File: src/segpin_defs.svh
// Register offsets, reset values and variant constants for the segment pin select block.
`ifndef SEGPIN_DEFS_SVH
`define SEGPIN_DEFS_SVH
`define SEGPIN_OFS_SEL0 4'h0
`define SEGPIN_OFS_SEL1 4'h2
`define SEGPIN_OFS_SEL2 4'h4
`define SEGPIN_OFS_SEL3 4'h6
`define SEGPIN_OFS_PUMP 4'h8
`define SEGPIN_RST_SEL 16'h0000
`define SEGPIN_RST_PUMP 8'h00
`define SEGPIN_SEL3_MASK 16'h0007
`define SEGPIN_PUMP_MASK 16'h00ff
`define SEGPIN_PUMP_CONV_BIT 2
`define SEGPIN_LINES 51
`define SEGPIN_SEG_COUNT 192
`endif

File: src/segpin_pkg.sv
// Types shared by the segment pin select block.
package segpin_pkg;
   typedef logic [50:0] line_vec_t;
   typedef struct packed {
      logic [3:0] addr;
      logic [15:0] wdata;
      logic wr;
      logic rd;
   } bus_req_s;
   typedef struct packed {
      logic pumpRun;
      logic pumpPaused;
   } pump_stat_s;
endpackage

File: src/lcd_segment_pin_select.sv
// Segment pin function select registers and charge pump pause control.
`timescale 1ns/1ps
`default_nettype none
`include "segpin_defs.svh"
// Operation
// - Enable bit set selects display, clear port.
// - Dedicated display pins stay segment outputs, except while srst holds.
// - 96-segment parts ignore lines 27 to 31.
// - Smaller parts ignore lines 35-47 or 43-47.
// - Third select register exists from 128 segments.
// - Fourth register, lines 48-50, only 192 segments.
// - Fourth register bits 15 to 3 read zero.
// - All enable bits read/write, reset to zero.
// - Pause bit 2 stops pump during conversions.
module lcd_segment_pin_select #(
   parameter int SEG_COUNT = `SEGPIN_SEG_COUNT,
   parameter int SMALL_TOP = 47
) (
   input wire logic ref_clk,
   input wire logic srst,
   input wire segpin_pkg::bus_req_s busReq,
   output logic [15:0] rdata,
   input wire segpin_pkg::line_vec_t dedicated,
   input wire segpin_pkg::line_vec_t segDrive,
   input wire segpin_pkg::line_vec_t portOut,
   input wire segpin_pkg::line_vec_t portOe,
   input wire logic display_master_on,
   input wire logic conversionBusy,
   input wire logic pumpEnable,
   output segpin_pkg::line_vec_t pinOut,
   output segpin_pkg::line_vec_t pinOe,
   output segpin_pkg::line_vec_t lcdSelected,
   output segpin_pkg::pump_stat_s pumpStat,
   output logic changedWhileOn
);
   import segpin_pkg::*;
   logic [15:0] sel0_q, sel1_q, sel2_q, sel3_q;
   logic [7:0] pump_pause_bits_q;
   logic convSync1_q, convSync2_q;
   line_vec_t implemented;
   line_vec_t segment_line_enable;
   line_vec_t useDisplay;
   logic hasSel2, hasSel3, selWr;

   assign hasSel2 = (SEG_COUNT >= 128);
   assign hasSel3 = (SEG_COUNT >= 192);

   // Lines beyond a variant's count are masked so stray writes cannot steer pins.
   genvar g;
   generate
      for (g = 0; g < 51; g++) begin : gImpl
         if (g >= 27 && g <= 31) begin : gMid
            assign implemented[g] = (SEG_COUNT > 96);
         end else if (g >= 32 && g <= 47) begin : gHi
            assign implemented[g] = hasSel2 && (g <= SMALL_TOP);
         end else if (g >= 48) begin : gTop
            assign implemented[g] = hasSel3;
         end else begin : gLow
            assign implemented[g] = 1'b1;
         end
      end
   endgenerate

   assign segment_line_enable = {sel3_q[2:0], sel2_q, sel1_q, sel0_q} & implemented;
   assign useDisplay = segment_line_enable | dedicated;

   always_ff @(posedge ref_clk) begin
      if (srst) begin
         sel0_q <= `SEGPIN_RST_SEL;
         sel1_q <= `SEGPIN_RST_SEL;
         sel2_q <= `SEGPIN_RST_SEL;
         sel3_q <= `SEGPIN_RST_SEL;
      end else if (busReq.wr) begin
         unique case (busReq.addr)
            `SEGPIN_OFS_SEL0: sel0_q <= busReq.wdata;
            `SEGPIN_OFS_SEL1: sel1_q <= busReq.wdata;
            `SEGPIN_OFS_SEL2: if (hasSel2) sel2_q <= busReq.wdata;
            `SEGPIN_OFS_SEL3: if (hasSel3) sel3_q <= busReq.wdata & `SEGPIN_SEL3_MASK;
            default: ;
         endcase
      end
   end

   always_ff @(posedge ref_clk) begin
      if (srst) begin
         pump_pause_bits_q <= `SEGPIN_RST_PUMP;
      end else if (busReq.wr && busReq.addr == `SEGPIN_OFS_PUMP) begin
         pump_pause_bits_q <= busReq.wdata[7:0];
      end
   end

   // Read data stands one cycle after the strobe; unmapped addresses read zero.
   always_ff @(posedge ref_clk) begin
      if (srst) begin
         rdata <= 16'h0000;
      end else if (busReq.rd) begin
         unique case (busReq.addr)
            `SEGPIN_OFS_SEL0: rdata <= sel0_q;
            `SEGPIN_OFS_SEL1: rdata <= sel1_q;
            `SEGPIN_OFS_SEL2: rdata <= hasSel2 ? sel2_q : 16'h0000;
            `SEGPIN_OFS_SEL3: rdata <= hasSel3 ? (sel3_q & `SEGPIN_SEL3_MASK) : 16'h0000;
            `SEGPIN_OFS_PUMP: rdata <= {8'h00, pump_pause_bits_q};
            default: rdata <= 16'h0000;
         endcase
      end else begin
         rdata <= 16'h0000;
      end
   end

   assign selWr = busReq.wr && (busReq.addr == `SEGPIN_OFS_SEL0 || busReq.addr == `SEGPIN_OFS_SEL1
      || busReq.addr == `SEGPIN_OFS_SEL2 || busReq.addr == `SEGPIN_OFS_SEL3);

   // Flags a select write made while the display runs; glitches on the glass are likely then.
   always_ff @(posedge ref_clk) begin
      if (srst) begin
         changedWhileOn <= 1'b0;
      end else begin
         changedWhileOn <= selWr && display_master_on;
      end
   end

   // Conversion busy comes from another block's timing, so it is synchronised.
   always_ff @(posedge ref_clk) begin
      if (srst) begin
         convSync1_q <= 1'b0;
         convSync2_q <= 1'b0;
      end else begin
         convSync1_q <= conversionBusy;
         convSync2_q <= convSync1_q;
      end
   end

   always_ff @(posedge ref_clk) begin
      if (srst) begin
         pumpStat <= '0;
      end else begin
         pumpStat.pumpPaused <= pump_pause_bits_q[`SEGPIN_PUMP_CONV_BIT] & convSync2_q;
         pumpStat.pumpRun <= pumpEnable &
            ~(pump_pause_bits_q[`SEGPIN_PUMP_CONV_BIT] & convSync2_q);
      end
   end

   seg_line_mux uMux (
      .ref_clk(ref_clk),
      .srst(srst),
      .lineEnable(segment_line_enable),
      .dedicated(dedicated),
      .segDrive(segDrive),
      .portOut(portOut),
      .portOe(portOe),
      .pinOut(pinOut),
      .pinOe(pinOe),
      .lcdSelected(lcdSelected)
   );

   property p_sel_reset;
      @(posedge ref_clk) srst |=> (sel0_q == 16'h0000 && sel1_q == 16'h0000 && sel3_q == 16'h0000);
   endproperty
   a_sel_reset: assert property (p_sel_reset) else $error("select not cleared by reset");

   property p_route;
      @(posedge ref_clk) disable iff (srst)
         1'b1 |=> lcdSelected == $past(segment_line_enable | dedicated);
   endproperty
   a_route: assert property (p_route) else $error("pin route wrong");

   property p_dedicated;
      @(posedge ref_clk) disable iff (srst)
         ($past(dedicated) == dedicated) |=> ((lcdSelected & $past(dedicated)) == $past(dedicated));
   endproperty
   a_dedicated: assert property (p_dedicated) else $error("dedicated pin left display");

   property p_sel3_zero;
      @(posedge ref_clk) disable iff (srst) sel3_q[15:3] == 13'h0;
   endproperty
   a_sel3_zero: assert property (p_sel3_zero) else $error("upper select bits set");

   property p_rd_sel3;
      @(posedge ref_clk) disable iff (srst)
         (busReq.rd && busReq.addr == `SEGPIN_OFS_SEL3) |=> rdata[15:3] == 13'h0;
   endproperty
   a_rd_sel3: assert property (p_rd_sel3) else $error("upper select bits read nonzero");

   property p_pump_rd;
      @(posedge ref_clk) disable iff (srst)
         (busReq.rd && busReq.addr == `SEGPIN_OFS_PUMP) |=> rdata == {8'h00, $past(pump_pause_bits_q)};
   endproperty
   a_pump_rd: assert property (p_pump_rd) else $error("pump readback wrong");

   property p_pause;
      @(posedge ref_clk) disable iff (srst)
         (conversionBusy && pump_pause_bits_q[2] && pumpEnable) [*4] |-> !pumpStat.pumpRun;
   endproperty
   a_pause: assert property (p_pause) else $error("pump kept running in conversion");

   property p_no_pause;
      @(posedge ref_clk) disable iff (srst)
         (!pump_pause_bits_q[2] && pumpEnable) [*2] |-> pumpStat.pumpRun;
   endproperty
   a_no_pause: assert property (p_no_pause) else $error("pump stopped without pause bit");

   property p_mid_masked;
      @(posedge ref_clk) disable iff (srst) (SEG_COUNT <= 96) |-> segment_line_enable[31:27] == 5'h0;
   endproperty
   a_mid_masked: assert property (p_mid_masked) else $error("reserved lines active");

   property p_hi_masked;
      @(posedge ref_clk) disable iff (srst) (!hasSel2) |-> segment_line_enable[50:32] == 19'h0;
   endproperty
   a_hi_masked: assert property (p_hi_masked) else $error("absent register active");

   property p_on_flag;
      @(posedge ref_clk) disable iff (srst) (selWr && display_master_on) |=> changedWhileOn;
   endproperty
   a_on_flag: assert property (p_on_flag) else $error("change while on not flagged");

   property p_rst_out;
      @(posedge ref_clk)
         srst |=> (rdata == 16'h0000 && sel2_q == `SEGPIN_RST_SEL && lcdSelected == '0
            && pinOe == '0 && pumpStat == '0 && !changedWhileOn);
   endproperty
   a_rst_out: assert property (p_rst_out) else $error("outputs not reset");

   property p_wr_sel0;
      @(posedge ref_clk) disable iff (srst)
         (busReq.wr && busReq.addr == `SEGPIN_OFS_SEL0) |=> sel0_q == $past(busReq.wdata);
   endproperty
   a_wr_sel0: assert property (p_wr_sel0) else $error("select 0 write lost");

   property p_wr_sel1;
      @(posedge ref_clk) disable iff (srst)
         (busReq.wr && busReq.addr == `SEGPIN_OFS_SEL1) |=> sel1_q == $past(busReq.wdata);
   endproperty
   a_wr_sel1: assert property (p_wr_sel1) else $error("select 1 write lost");

   property p_wr_sel2;
      @(posedge ref_clk) disable iff (srst)
         (busReq.wr && busReq.addr == `SEGPIN_OFS_SEL2 && hasSel2)
            |=> sel2_q == $past(busReq.wdata);
   endproperty
   a_wr_sel2: assert property (p_wr_sel2) else $error("select 2 write lost");

   property p_wr_sel3;
      @(posedge ref_clk) disable iff (srst)
         (busReq.wr && busReq.addr == `SEGPIN_OFS_SEL3 && hasSel3)
            |=> sel3_q == ($past(busReq.wdata) & `SEGPIN_SEL3_MASK);
   endproperty
   a_wr_sel3: assert property (p_wr_sel3) else $error("sel3 write bad");

   property p_wr_pump;
      @(posedge ref_clk) disable iff (srst)
         (busReq.wr && busReq.addr == `SEGPIN_OFS_PUMP)
            |=> pump_pause_bits_q == $past(busReq.wdata[7:0]);
   endproperty
   a_wr_pump: assert property (p_wr_pump) else $error("pump write lost");

   property p_pump_hold;
      @(posedge ref_clk) disable iff (srst)
         !(busReq.wr && busReq.addr == `SEGPIN_OFS_PUMP) |=> $stable(pump_pause_bits_q);
   endproperty
   a_pump_hold: assert property (p_pump_hold) else $error("pump bits changed");

   property p_sel_hold;
      @(posedge ref_clk) disable iff (srst)
         !busReq.wr |=> $stable(sel0_q) && $stable(sel1_q) && $stable(sel2_q) && $stable(sel3_q);
   endproperty
   a_sel_hold: assert property (p_sel_hold) else $error("select changed alone");

   property p_rd_sel0;
      @(posedge ref_clk) disable iff (srst)
         (busReq.rd && busReq.addr == `SEGPIN_OFS_SEL0) |=> rdata == $past(sel0_q);
   endproperty
   a_rd_sel0: assert property (p_rd_sel0) else $error("select 0 read wrong");

   property p_rd_sel2;
      @(posedge ref_clk) disable iff (srst)
         (busReq.rd && busReq.addr == `SEGPIN_OFS_SEL2)
            |=> rdata == (hasSel2 ? $past(sel2_q) : 16'h0000);
   endproperty
   a_rd_sel2: assert property (p_rd_sel2) else $error("select 2 read wrong");

   property p_rd_idle;
      @(posedge ref_clk) disable iff (srst)
         !busReq.rd |=> rdata == 16'h0000;
   endproperty
   a_rd_idle: assert property (p_rd_idle) else $error("read data not zero");

   property p_rd_unmap;
      @(posedge ref_clk) disable iff (srst)
         (busReq.rd && (busReq.addr[0] || busReq.addr > `SEGPIN_OFS_PUMP)) |=> rdata == 16'h0000;
   endproperty
   a_rd_unmap: assert property (p_rd_unmap) else $error("unmapped read nonzero");

   property p_pin_val;
      @(posedge ref_clk) disable iff (srst)
         1'b1 |=> pinOut == (($past(useDisplay) & $past(segDrive))
            | (~$past(useDisplay) & $past(portOut)));
   endproperty
   a_pin_val: assert property (p_pin_val) else $error("pin value wrong");

   property p_pin_oe;
      @(posedge ref_clk) disable iff (srst)
         1'b1 |=> pinOe == ($past(useDisplay) | $past(portOe));
   endproperty
   a_pin_oe: assert property (p_pin_oe) else $error("pin enable wrong");

   property p_pump_off;
      @(posedge ref_clk) disable iff (srst)
         !pumpEnable |=> !pumpStat.pumpRun;
   endproperty
   a_pump_off: assert property (p_pump_off) else $error("pump ran while off");

   property p_pause_bit;
      @(posedge ref_clk) disable iff (srst)
         !pump_pause_bits_q[`SEGPIN_PUMP_CONV_BIT] |=> !pumpStat.pumpPaused;
   endproperty
   a_pause_bit: assert property (p_pause_bit) else $error("paused without bit");

   property p_pause_excl;
      @(posedge ref_clk) disable iff (srst)
         1'b1 |-> !(pumpStat.pumpRun && pumpStat.pumpPaused);
   endproperty
   a_pause_excl: assert property (p_pause_excl) else $error("run and pause both");

   property p_flag_off;
      @(posedge ref_clk) disable iff (srst)
         !display_master_on |=> !changedWhileOn;
   endproperty
   a_flag_off: assert property (p_flag_off) else $error("flag while display off");

   property p_low_lines;
      @(posedge ref_clk) disable iff (srst)
         1'b1 |-> segment_line_enable[26:0] == {sel1_q[10:0], sel0_q};
   endproperty
   a_low_lines: assert property (p_low_lines) else $error("low line enable wrong");

   property p_mid_lines;
      @(posedge ref_clk) disable iff (srst)
         (SEG_COUNT > 96) |-> segment_line_enable[31:27] == sel1_q[15:11];
   endproperty
   a_mid_lines: assert property (p_mid_lines) else $error("mid line enable wrong");

   property p_hi_lines;
      @(posedge ref_clk) disable iff (srst)
         (hasSel2 && SMALL_TOP >= 47) |-> segment_line_enable[47:32] == sel2_q;
   endproperty
   a_hi_lines: assert property (p_hi_lines) else $error("hi lines wrong");

   property p_top_lines;
      @(posedge ref_clk) disable iff (srst)
         hasSel3 |-> segment_line_enable[50:48] == sel3_q[2:0];
   endproperty
   a_top_lines: assert property (p_top_lines) else $error("top line enable wrong");

   c_seg_write: cover property (@(posedge ref_clk) busReq.wr && busReq.addr == `SEGPIN_OFS_SEL0);
   c_lcd_pin: cover property (@(posedge ref_clk) lcdSelected[5]);
   c_paused: cover property (@(posedge ref_clk) pumpStat.pumpPaused);
   c_sel3_rd: cover property (@(posedge ref_clk) busReq.rd && busReq.addr == `SEGPIN_OFS_SEL3);
   c_on_write: cover property (@(posedge ref_clk) changedWhileOn);
endmodule
`default_nettype wire

File: src/seg_line_mux.sv
// Per-line steering between display driver and port logic.
`timescale 1ns/1ps
`default_nettype none
module seg_line_mux (
   input wire logic ref_clk,
   input wire logic srst,
   input wire segpin_pkg::line_vec_t lineEnable,
   input wire segpin_pkg::line_vec_t dedicated,
   input wire segpin_pkg::line_vec_t segDrive,
   input wire segpin_pkg::line_vec_t portOut,
   input wire segpin_pkg::line_vec_t portOe,
   output segpin_pkg::line_vec_t pinOut,
   output segpin_pkg::line_vec_t pinOe,
   output segpin_pkg::line_vec_t lcdSelected
);
   import segpin_pkg::*;
   genvar g;
   generate
      for (g = 0; g < 51; g++) begin : gLine
         logic useLcd;
         assign useLcd = dedicated[g] | lineEnable[g];
         always_ff @(posedge ref_clk) begin
            if (srst) begin
               pinOut[g] <= 1'b0;
               pinOe[g] <= 1'b0;
               lcdSelected[g] <= 1'b0;
            end else begin
               pinOut[g] <= useLcd ? segDrive[g] : portOut[g];
               pinOe[g] <= useLcd ? 1'b1 : portOe[g];
               lcdSelected[g] <= useLcd;
            end
         end
      end
   endgenerate
endmodule
`default_nettype wire

File: config.mk
export PLATFORM = sky130hd
export DESIGN_NAME = lcd_segment_pin_select
export DESIGN_NICKNAME = d
export VERILOG_FILES = /design/src/segpin_pkg.sv /design/src/lcd_segment_pin_select.sv /design/src/seg_line_mux.sv
export VERILOG_INCLUDE_DIRS = /design/src
export SDC_FILE = /design/constraint.sdc
export NUM_CORES = 1
export LEC_CHECK = 0
export BUFFER_PORTS_ARGS = -buffer_cell sky130_fd_sc_hd__buf_4
export CAP_MARGIN = 20
export CORE_AREA = 2 2 155 157
export DETAILED_ROUTE_END_ITERATION = 7
export DIE_AREA = 0 0 157 159
export HOLD_SLACK_MARGIN = 0.02
export PLACE_DENSITY = 0.67
export SETUP_SLACK_MARGIN = 0.5
export SLEW_MARGIN = 20
export SYNTH_ARGS = -nofsm -noshare
export SYNTH_HDL_FRONTEND = slang
export SYNTH_SLANG_ARGS = --single-unit
File: constraint.sdc
create_clock -name ref_clk -period 1 [get_ports ref_clk]
set_input_delay 0 -clock ref_clk [delete_from_list [all_inputs] [get_ports ref_clk]]
set_output_delay 0 -clock ref_clk [all_outputs]
set_load 0.1 [all_outputs]
==> results of run 1 <==
per-stage QoR:
| step | setup WS [ps] | util [%] | std cells | hold slack (ps) | TNS (ps) |
|---|---|---|---|---|---|
| 3_5_place_dp | -148 | 54.6 | 1588 | 212 | -5270 |
| 5_1_grt | -104 | 84.0 | 1872 | -258 | -12390 |
| 3_3_place_gp | -137 | 54.6 | 1588 | 209 | -3660 |
| 4_1_cts | -89.1 | 79.5 | 1854 | -301 | -10680 |
| 6_report | -84.1 | 84.0 | 1872 | -266 | -8360 |
| 2_1_floorplan | -20.1 | - | 852 | 112 | -154 |
where the power goes:
group          leakage (uW)  total [uW]  switching, uW  internal, uW
sequential          0.00206        9840            386          9460
clock              0.000466       10700           4020          6640
combinational       0.00554        7770           4520          3250
total               0.00807       28300           8930         19300
registers in the layout (all words and copies together), names as in the netlist:
register	cells
sel1_q	16
pump_pause_bits_q	8
sel0_q	16
convSync2_q	1
uMux.lcdSelected	51
sel2_q	16
convSync1_q	1
sel3_q	3
uMux.pinOut	51
pumpStat	2
rdata	16
uMux.pinOe	51
changedWhileOn	1
critical path, cell delays in order, from the launching register on:
cell	delay (ps)
dfxtp_2	330
mux2_2	260
a22o_1	190
a22oi_1	140
nor2_1	50
layout make-up:
cell class,instances,area [um^2],share of cell area [%]
timing repair buffer,686,8180,42.0
sequential,233,5460,28.0
multi-input combinational,581,4490,23.0
clock buffer,34,722,3.70
tap,319,399,2.05
clock inverter,16,228,1.17
antenna,3,7.51,0.0385
synthesized netlist by cell type:
cell      count  area [um^2]
dfxtp_1     233         4660
and2_1        1         6.26
and2b_1       1         7.51
nand3_1       4         20.0
o21ai_0      52          260
a31oi_1       2         12.5
nand3_2       1         10.0
a21oi_1      64          320
buf_1         3         11.3
nor2_2        1         6.26
buf_2        10         50.1
mux2_2        6         67.6
nor2b_1       4         25.0
nor2_1      216          811
a21oi_2       3         26.3
a22o_1       17          149
nand4b_1      1         8.76
nor3_1       52          260
buf_8         1         15.0
buf_4         1         7.51
nor4b_4       1         23.8
a22oi_1      14          105
nand3_4       2         35.0
a211o_1       2         17.5
nor2b_2       1         8.76
mux2i_1      43          430
clkbuf_1     18         67.6
nor4_2        1         12.5
and3b_1       1         8.76
nand2_1      91          342
buf_6         5         56.3
cells by family after synthesis:
logic type | count (synthesis) | share of synthesized area (%)
compound gates | 154 | 11.4
flops | 233 | 59.4
mux | 49 | 6.35
simple gates | 378 | 20.2
buf+inv | 38 | 2.65
worst paths after layout:
check	start	endpoint	slack, ps	cells after the start
min reg2reg	convSync1_q$_SDFF_PP0_	convSync2_q$_SDFF_PP0_	470	1
min	dedicated[41]	uMux.lcdSelected[41]$_SDFF_PP0_	-270	3
max	sel1_q[0]$_SDFFE_PP0P_	rdata[0]$_SDFF_PP0_	-80	4
max reg2reg	sel1_q[0]$_SDFFE_PP0P_	rdata[0]$_SDFF_PP0_	-80	4
per-layer routing:
layer  vias to the layer above  share of wire [%]  global-route usage, %
met5                         -                  0                      0
met4                         0                5.5                   14.6
met3                       149                6.5                   6.53
met2                       438                 55                   53.3
met1                      4547                 33                   28.5
li1                       4247                  -                      -
repair_timing:
action                                 in CTS  in global routing
pin swaps                                  34                 97
setup buffers                              10                 14
endpoints found under the hold margin     230                102
gates resized for setup                   679                239
setup endpoints to repair                 403                403
gates cloned                                0                  1
==> flow_summary.toml, run 1 <==
[setup_path]
crit_path_start_kind = "flop"
worst_setup_path_end_kind = "flop"
crit_fanout = 2
cp.arrival_ps = 1500
crit_required_ps = 1420
crit_type = "reg -> reg"

[global_route]
grtUsageTotal_pct = 28.3
grt_max_degree = 66
first_global_vias = 10200
antenna_found_initial = 3
grt_first_pass_wirelength_um = 55500
overflow = 0

[routing]
drcViolationCount = 0
num_vias = 9381
postRouteAntennaNets = 0
wl_per_cell_um = 21.8
dr.pass1.iters = 4
avgViaCountPerCell = 5.01
drt-total-wl_um = 40800
drtIter0Drc = 339

[layout]
drive_gt1_share_pct = 67.2
areaGrowthSynthToFinish_pct = 148
n_fill_cell = 1086
final_area_mm2 = 0.0195
final_common_cell = "buf_4"
final_nets = 1760
final_cell_mix = "buf_4 (254), dlygate4sd3_1 (206), dfxtp_4 (205)"

[die]
placementRows = 56
io_pins = 403
die-area_mm2 = 0.0250
core-area_mm2 = 0.0232
start_util_pct = 33.8
fp.dieH_um = 159
die_w_um = 157

[sta]
finalSetupViolations = 175
min_period_ps = 1080
post-route-period-util_pct = 108
skew_ps = 9.40
slew_headroom_pct = 64.2
clock.fmax_mhz = 922
setup_ws_ps = -84.1
hold_viol_final = 86
finalHoldWorstSlack_ps = -266
drv_slew = 0
rsz0062_at_grt = "yes"
tightest_slew_ps = 537

[synth]
syn_nets = 1083
seq_area_frac_synth_pct = 59.4
yosys_warnings = 0
synth.cell_area_mm2 = 0.00785
synth_cell_types = 31
syn_area_per_cell_um2 = 9.21
synth_seq_cells = 233
synthCells = 852

[clock_network]
holdBufCountCts = 206
cts_htree_levels = 1
path_clk_slew_ps = 60
cts_tree = "built"
root_buffer = "clkbuf_16"
max-clock-path-buffers = 3
cts.sinks = 233
insertion_delay_ps = 530
cts_buffers = 27

[pwr]
p_leak_uw = 0.00807
powerDensity_mw_per_mm2 = 1450
totalPowerFinal_uw = 28300
max-vdd-ir-drop_uv = 1320

[placed_design]
place_area_mm2 = 0.0127
dp_hpwl_um = 20700
gp_congestion = 0.850
numPortBuffers = 402

[status]
failed_checks = "negative hold slack, negative setup slack"
status = "finished, violations left"

[min_path]
min_path_type = "in -> reg"

[run]
drv_cap = 0
(Power assumes the default switching activity.)
==> run 2: changes to the inputs <==
SETUP_SLACK_MARGIN = not set   (was 0.5)
==> run 2 against run 1 <==
The flow still finishes with violations (negative hold slack, negative setup slack). Maximum frequency fell by 1.0%. Cell count fell by 0.64%. Critical path depth fell by 3. Clock power fell by 11%. Largest power group is now registers.
==> flow_summary.toml, run 2 (same netlist as run 1, synthesis figures left out) <==
[status]
status = "finished, violations left"
failed_checks = "negative hold slack, negative setup slack"

[routing]
drcViolationCount = 0
num_vias = 9165
postRouteAntennaNets = 0
drtIter0Drc = 544
avgViaCountPerCell = 4.93
wl_per_cell_um = 19.4
dr.pass1.iters = 4
drt-total-wl_um = 36200

[sta]
setup_ws_ps = -95.3
rsz0062_at_grt = "yes"
post-route-period-util_pct = 110
tightest_slew_ps = 708
drv_slew = 0
skew_ps = 18.2
clock.fmax_mhz = 913
hold_viol_final = 89
min_period_ps = 1100
finalSetupViolations = 173
slew_headroom_pct = 52.6
setup-tns-final_ps = -7470
finalHoldWorstSlack_ps = -179

[setup_path]
worst-path-buf-inv = 1
r2r-start = "sel1_q[0]$_SDFFE_PP0P_"
slowest_stage = "dfxtp_2"
worst_setup_path_end_kind = "output pin"
cp.arrival_ps = 1100
cp_top_family = "flip-flops"
crit_type = "reg -> out"
worstPathCellList = "buf_12"
cp_num_cells = 1
slowest_delay_ps = 370
crit_fanout = 1
crit_path_start_kind = "flop"
crit_start = "uMux.pinOe[25]$_SDFF_PP0_"
crit_required_ps = 1000
reg2reg_depth = 4

[layout]
final_nets = 1751
areaGrowthSynthToFinish_pct = 118
fin_util_pct = 73.9
drive_gt1_share_pct = 45.3
final_cell_mix = "buf_4 (263), dlygate4sd3_1 (229), nor2_1 (210)"
reg_top3 = "uMux.lcdSelected: 51 flops, uMux.pinOe: 51 flops, uMux.pinOut: 51 flops"
final_common_cell = "buf_4"

[placed_design]
dp_hpwl_um = 20200
numPortBuffers = 402
gp_congestion = 0.835
post-place-ws_ps = -516

[clock_network]
cts_buffers = 27
cts_htree_levels = 1
cts_tree = "built"
cts.sinks = 233
max-clock-path-buffers = 3
root_buffer = "clkbuf_16"
holdBufCountCts = 232
path_clk_slew_ps = 60
insertion_delay_ps = 530

[global_route]
overflow = 0
grt_max_degree = 75
first_global_vias = 10200
grtUsageTotal_pct = 28.1
antenna_found_initial = 6
grt_first_pass_wirelength_um = 55000

[die]
placementRows = 56
die_w_um = 157
fp.dieH_um = 159
start_util_pct = 33.8
io_pins = 403
die-area_mm2 = 0.0250
core-area_mm2 = 0.0232

[min_path]
hold_depth = 4
hp-start = "busReq[18]"
min_path_type = "in -> reg"

[pwr]
powerDensity_mw_per_mm2 = 1570
p_leak_uw = 0.00756
totalPowerFinal_uw = 26800
max-vdd-ir-drop_uv = 1120

[run]
drv_cap = 0
==> run 2: cell count changes in the layout (fill, tap and decap cells not counted), moves of 32 or more <==
cell and change:
o21ai_2 -35, dfxtp_2 +152, o21ai_0 +50, nor2_4 -50, nor3_4 -32, nand2_1 +47, buf_6 -34, dfxtp_1 +50
a21oi_1 +51, a21oi_2 -50, nor2_1 +64, nand2_2 -40, dfxtp_4 -202, nor3_1 +51
==> run 2: final cells by class <==
| class | instances | area (um^2) |
|---|---|---|
| diodes | 6 | 15.0 |
| flip-flops and latches | 233 | 4890 |
| clock inverters | 4 | 48.8 |
| fillers | 1348 | 6060 |
| multi-input cells | 581 | 3020 |
| well taps | 319 | 399 |
| repair buffers | 677 | 7950 |
| clock buffers | 40 | 805 |
==> run 2: worst paths after layout <==
path	to	slack, ps
hold / removal	rdata[2]$_SDFF_PP0_	-180
hold reg to reg	convSync2_q$_SDFF_PP0_	450
setup reg to reg	rdata[0]$_SDFF_PP0_	-70
setup / recovery	pinOe[25]	-100
==> run 2: routing by layer <==
metal / vias up / routed length (um) / global-route usage, %
met1: 4339 / 12800 / 28.9
li1: 4214 / - / -
met3: 135 / 2640 / 6.78
met2: 477 / 18700 / 52.0
met4: 0 / 2060 / 14.8
met5: - / 0 / 0
==> run 2: stage by stage <==
| step | cells | instance area [um^2] | hold WS, ps |
|---|---|---|---|
| after CTS | 1855 | 17100 | -90.4 |
| after detailed placement | 1579 | 11500 | 212 |
| after floorplan | 852 | 7870 | 120 |
| after global placement | 1579 | 11500 | 205 |
| after global routing | 1860 | 17100 | -173 |
| final | 1860 | 17100 | -179 |
==> run 2: where the power goes <==
part           internal, uW  switching, uW
clock network          5750           3830
registers              9790            382
logic                  2970           4110
total                 18500           8320
==> run 2: timing repair <==
action,in CTS,in global routing
buffers inserted,0,1
endpoints found under the setup margin,173,227
endpoints found under the hold margin,233,123
pin swaps,0,3
resized for setup,689,20
cloned,0,0
==> run 3: changes to the inputs <==
BUFFER_PORTS_ARGS = -buffer_cell sky130_fd_sc_hd__buf_2   (was -buffer_cell sky130_fd_sc_hd__buf_4)
==> run 3 against run 2 <==
The flow still finishes with violations (negative hold slack, negative setup slack). Clock skew shrank 3.2 ps. Critical path depth grew 3. Via count is 0.15% lower. Combinational power decreased by 3.4%. Sequential power about the same. Critical endpoint is now rdata[0]$_SDFF_PP0_. Largest power group unchanged. Highest routed layer unchanged.
==> flow_summary.toml, run 3 (same netlist as run 1, synthesis figures left out) <==
[clock_network]
cts_tree = "built"
cts_buffers = 26
insertion_delay_ps = 530
cts_htree_levels = 1
root_buffer = "clkbuf_16"
max-clock-path-buffers = 3
cts.sinks = 233
path_clk_slew_ps = 60

[setup_path]
crit_fanout = 2
crit_path_start_kind = "flop"
worst_setup_path_end_kind = "flop"
crit_required_ps = 1410
reg2reg_depth = 4
cp.arrival_ps = 1540
ff2ff_setup_slack_ps = -140
endpoint = "rdata[0]$_SDFF_PP0_"
crit_start = "sel3_q[0]$_SDFFE_PP0P_"
reg2reg_to = "rdata[0]$_SDFF_PP0_"
slowest_stage = "dfxtp_1"
crit_type = "reg -> reg"
worstPathCellList = "mux2_2 > a22o_1 > a22oi_1 > nor2_1"
r2r-start = "sel3_q[0]$_SDFFE_PP0P_"
slowest_delay_ps = 320

[pwr]
powerDensity_mw_per_mm2 = 1580
p_leak_uw = 0.00744
max-vdd-ir-drop_uv = 1490

[placed_design]
gp_congestion = 0.885
dp_hpwl_um = 21600
numPortBuffers = 402

[sta]
finalSetupViolations = 174
slew_headroom_pct = 54.7
post-route-period-util_pct = 114
hold_viol_final = 42
tightest_slew_ps = 680
rsz0062_at_grt = "yes"
clock.fmax_mhz = 879
setup-tns-final_ps = -6300
setup_ws_ps = -138
min_period_ps = 1140
finalHoldWorstSlack_ps = -288
skew_ps = 15.0
drv_slew = 0

[die]
die_w_um = 157
core-area_mm2 = 0.0232
placementRows = 56
io_pins = 403
start_util_pct = 33.8
die-area_mm2 = 0.0250
fp.dieH_um = 159

[routing]
wl_per_cell_um = 19.2
postRouteAntennaNets = 0
drt-total-wl_um = 35900
drcViolationCount = 0
num_vias = 9151
drtIter0Drc = 490
dr.pass1.iters = 4
avgViaCountPerCell = 4.89

[global_route]
grt_max_degree = 50
grtUsageTotal_pct = 27.9
overflow = 0
antenna_found_initial = 2
first_global_vias = 10100
grt_first_pass_wirelength_um = 54600

[status]
status = "finished, violations left"
failed_checks = "negative hold slack, negative setup slack"

[min_path]
min_path_type = "in -> reg"

[layout]
fin_util_pct = 71.9
drive_gt1_share_pct = 46.0
reg_top3 = "uMux.lcdSelected: 51 flops, uMux.pinOe: 51 flops, uMux.pinOut: 51 flops"
final_common_cell = "buf_2"
n_fill_cell = 1417
final_cell_mix = "buf_2 (229), dlygate4sd3_1 (227), nor2_1 (212)"
final_nets = 1765
areaGrowthSynthToFinish_pct = 112

[run]
drv_cap = 0
-- run 3: cell count changes in the layout (fill, tap and decap cells not counted), sizes merged, moves of 2 or more --
| cell | before | now |
|---|---|---|
| diode | 6 | 2 |
| clkinv | 2 | 5 |
| buf | 447 | 463 |
| dlygate4sd3 | 229 | 227 |
| clkbuf | 40 | 37 |
-- run 3: cell type report --
| type | count | area, um^2 | share of cell area [%] |
|---|---|---|---|
| repair buffers | 692 | 7520 | 45.1 |
| flip-flops and latches | 233 | 4900 | 29.4 |
| multi-input cells | 581 | 3020 | 18.1 |
| clock buffers | 37 | 733 | 4.40 |
| well taps | 319 | 399 | 2.39 |
| clock inverters | 8 | 96.3 | 0.578 |
| diodes | 2 | 5.00 | 0.0300 |
-- run 3: metal layers --
metal	share of wire (%)	vias to the layer above	global-route usage, %
li1	-	4238	-
met1	36	4361	29.2
met2	52	444	51.7
met3	7.4	108	6.89
met4	4.7	0	13.0
met5	0	-	0
-- run 3: worst max-delay path, delay by kind of cell, from the launching register on --
family | cells | cell delay [ps]
mux | 1 | 260
compound gates | 2 | 340
flops | 1 | 320
simple gates | 1 | 90
-- run 3: timing repair --
item	in CTS	in global routing
resized for setup	173	25
endpoints found under the setup margin	173	228
gates cloned	0	0
hold endpoints to repair	222	66
pin swaps	0	1
hold buffers	228	2
buffers inserted	0	1
-- run 3: stage by stage --
stage	cell area, um^2	power, uW	instances	worst slack [ps]
after floorplan	7870	13500	852	-25.9
after CTS	16600	26400	1868	-89.2
final	16700	26400	1872	-138
after global routing	16700	27200	1872	-160
after global placement	13300	16100	1595	-113
after detailed placement	13300	16200	1595	-173
-- run 3: report_power, final --
part           switching, uW  total (uW)  internal [uW]  leakage (uW)
sequential               369       10200           9800       0.00198
combinational           4080        6840           2760       0.00506
clock                   3790        9380           5590      0.000405
total                   8240       26400          18100       0.00744
-- run 3: how the worst min path moves through the flow --
| stage | startpoint | to | depth (start not counted) |
|---|---|---|---|
| after global routing | srst | uMux.pinOut[48]$_SDFF_PP0_ | 2 |
| after global placement | portOe[45] | uMux.pinOe[45]$_SDFF_PP0_ | 3 |
| after detailed placement | portOe[45] | uMux.pinOe[45]$_SDFF_PP0_ | 3 |
| after floorplan | portOe[0] | uMux.pinOe[0]$_SDFF_PP0_ | 2 |
| after CTS | srst | uMux.pinOut[48]$_SDFF_PP0_ | 2 |
| final | srst | uMux.pinOe[49]$_SDFF_PP0_ | 2 |
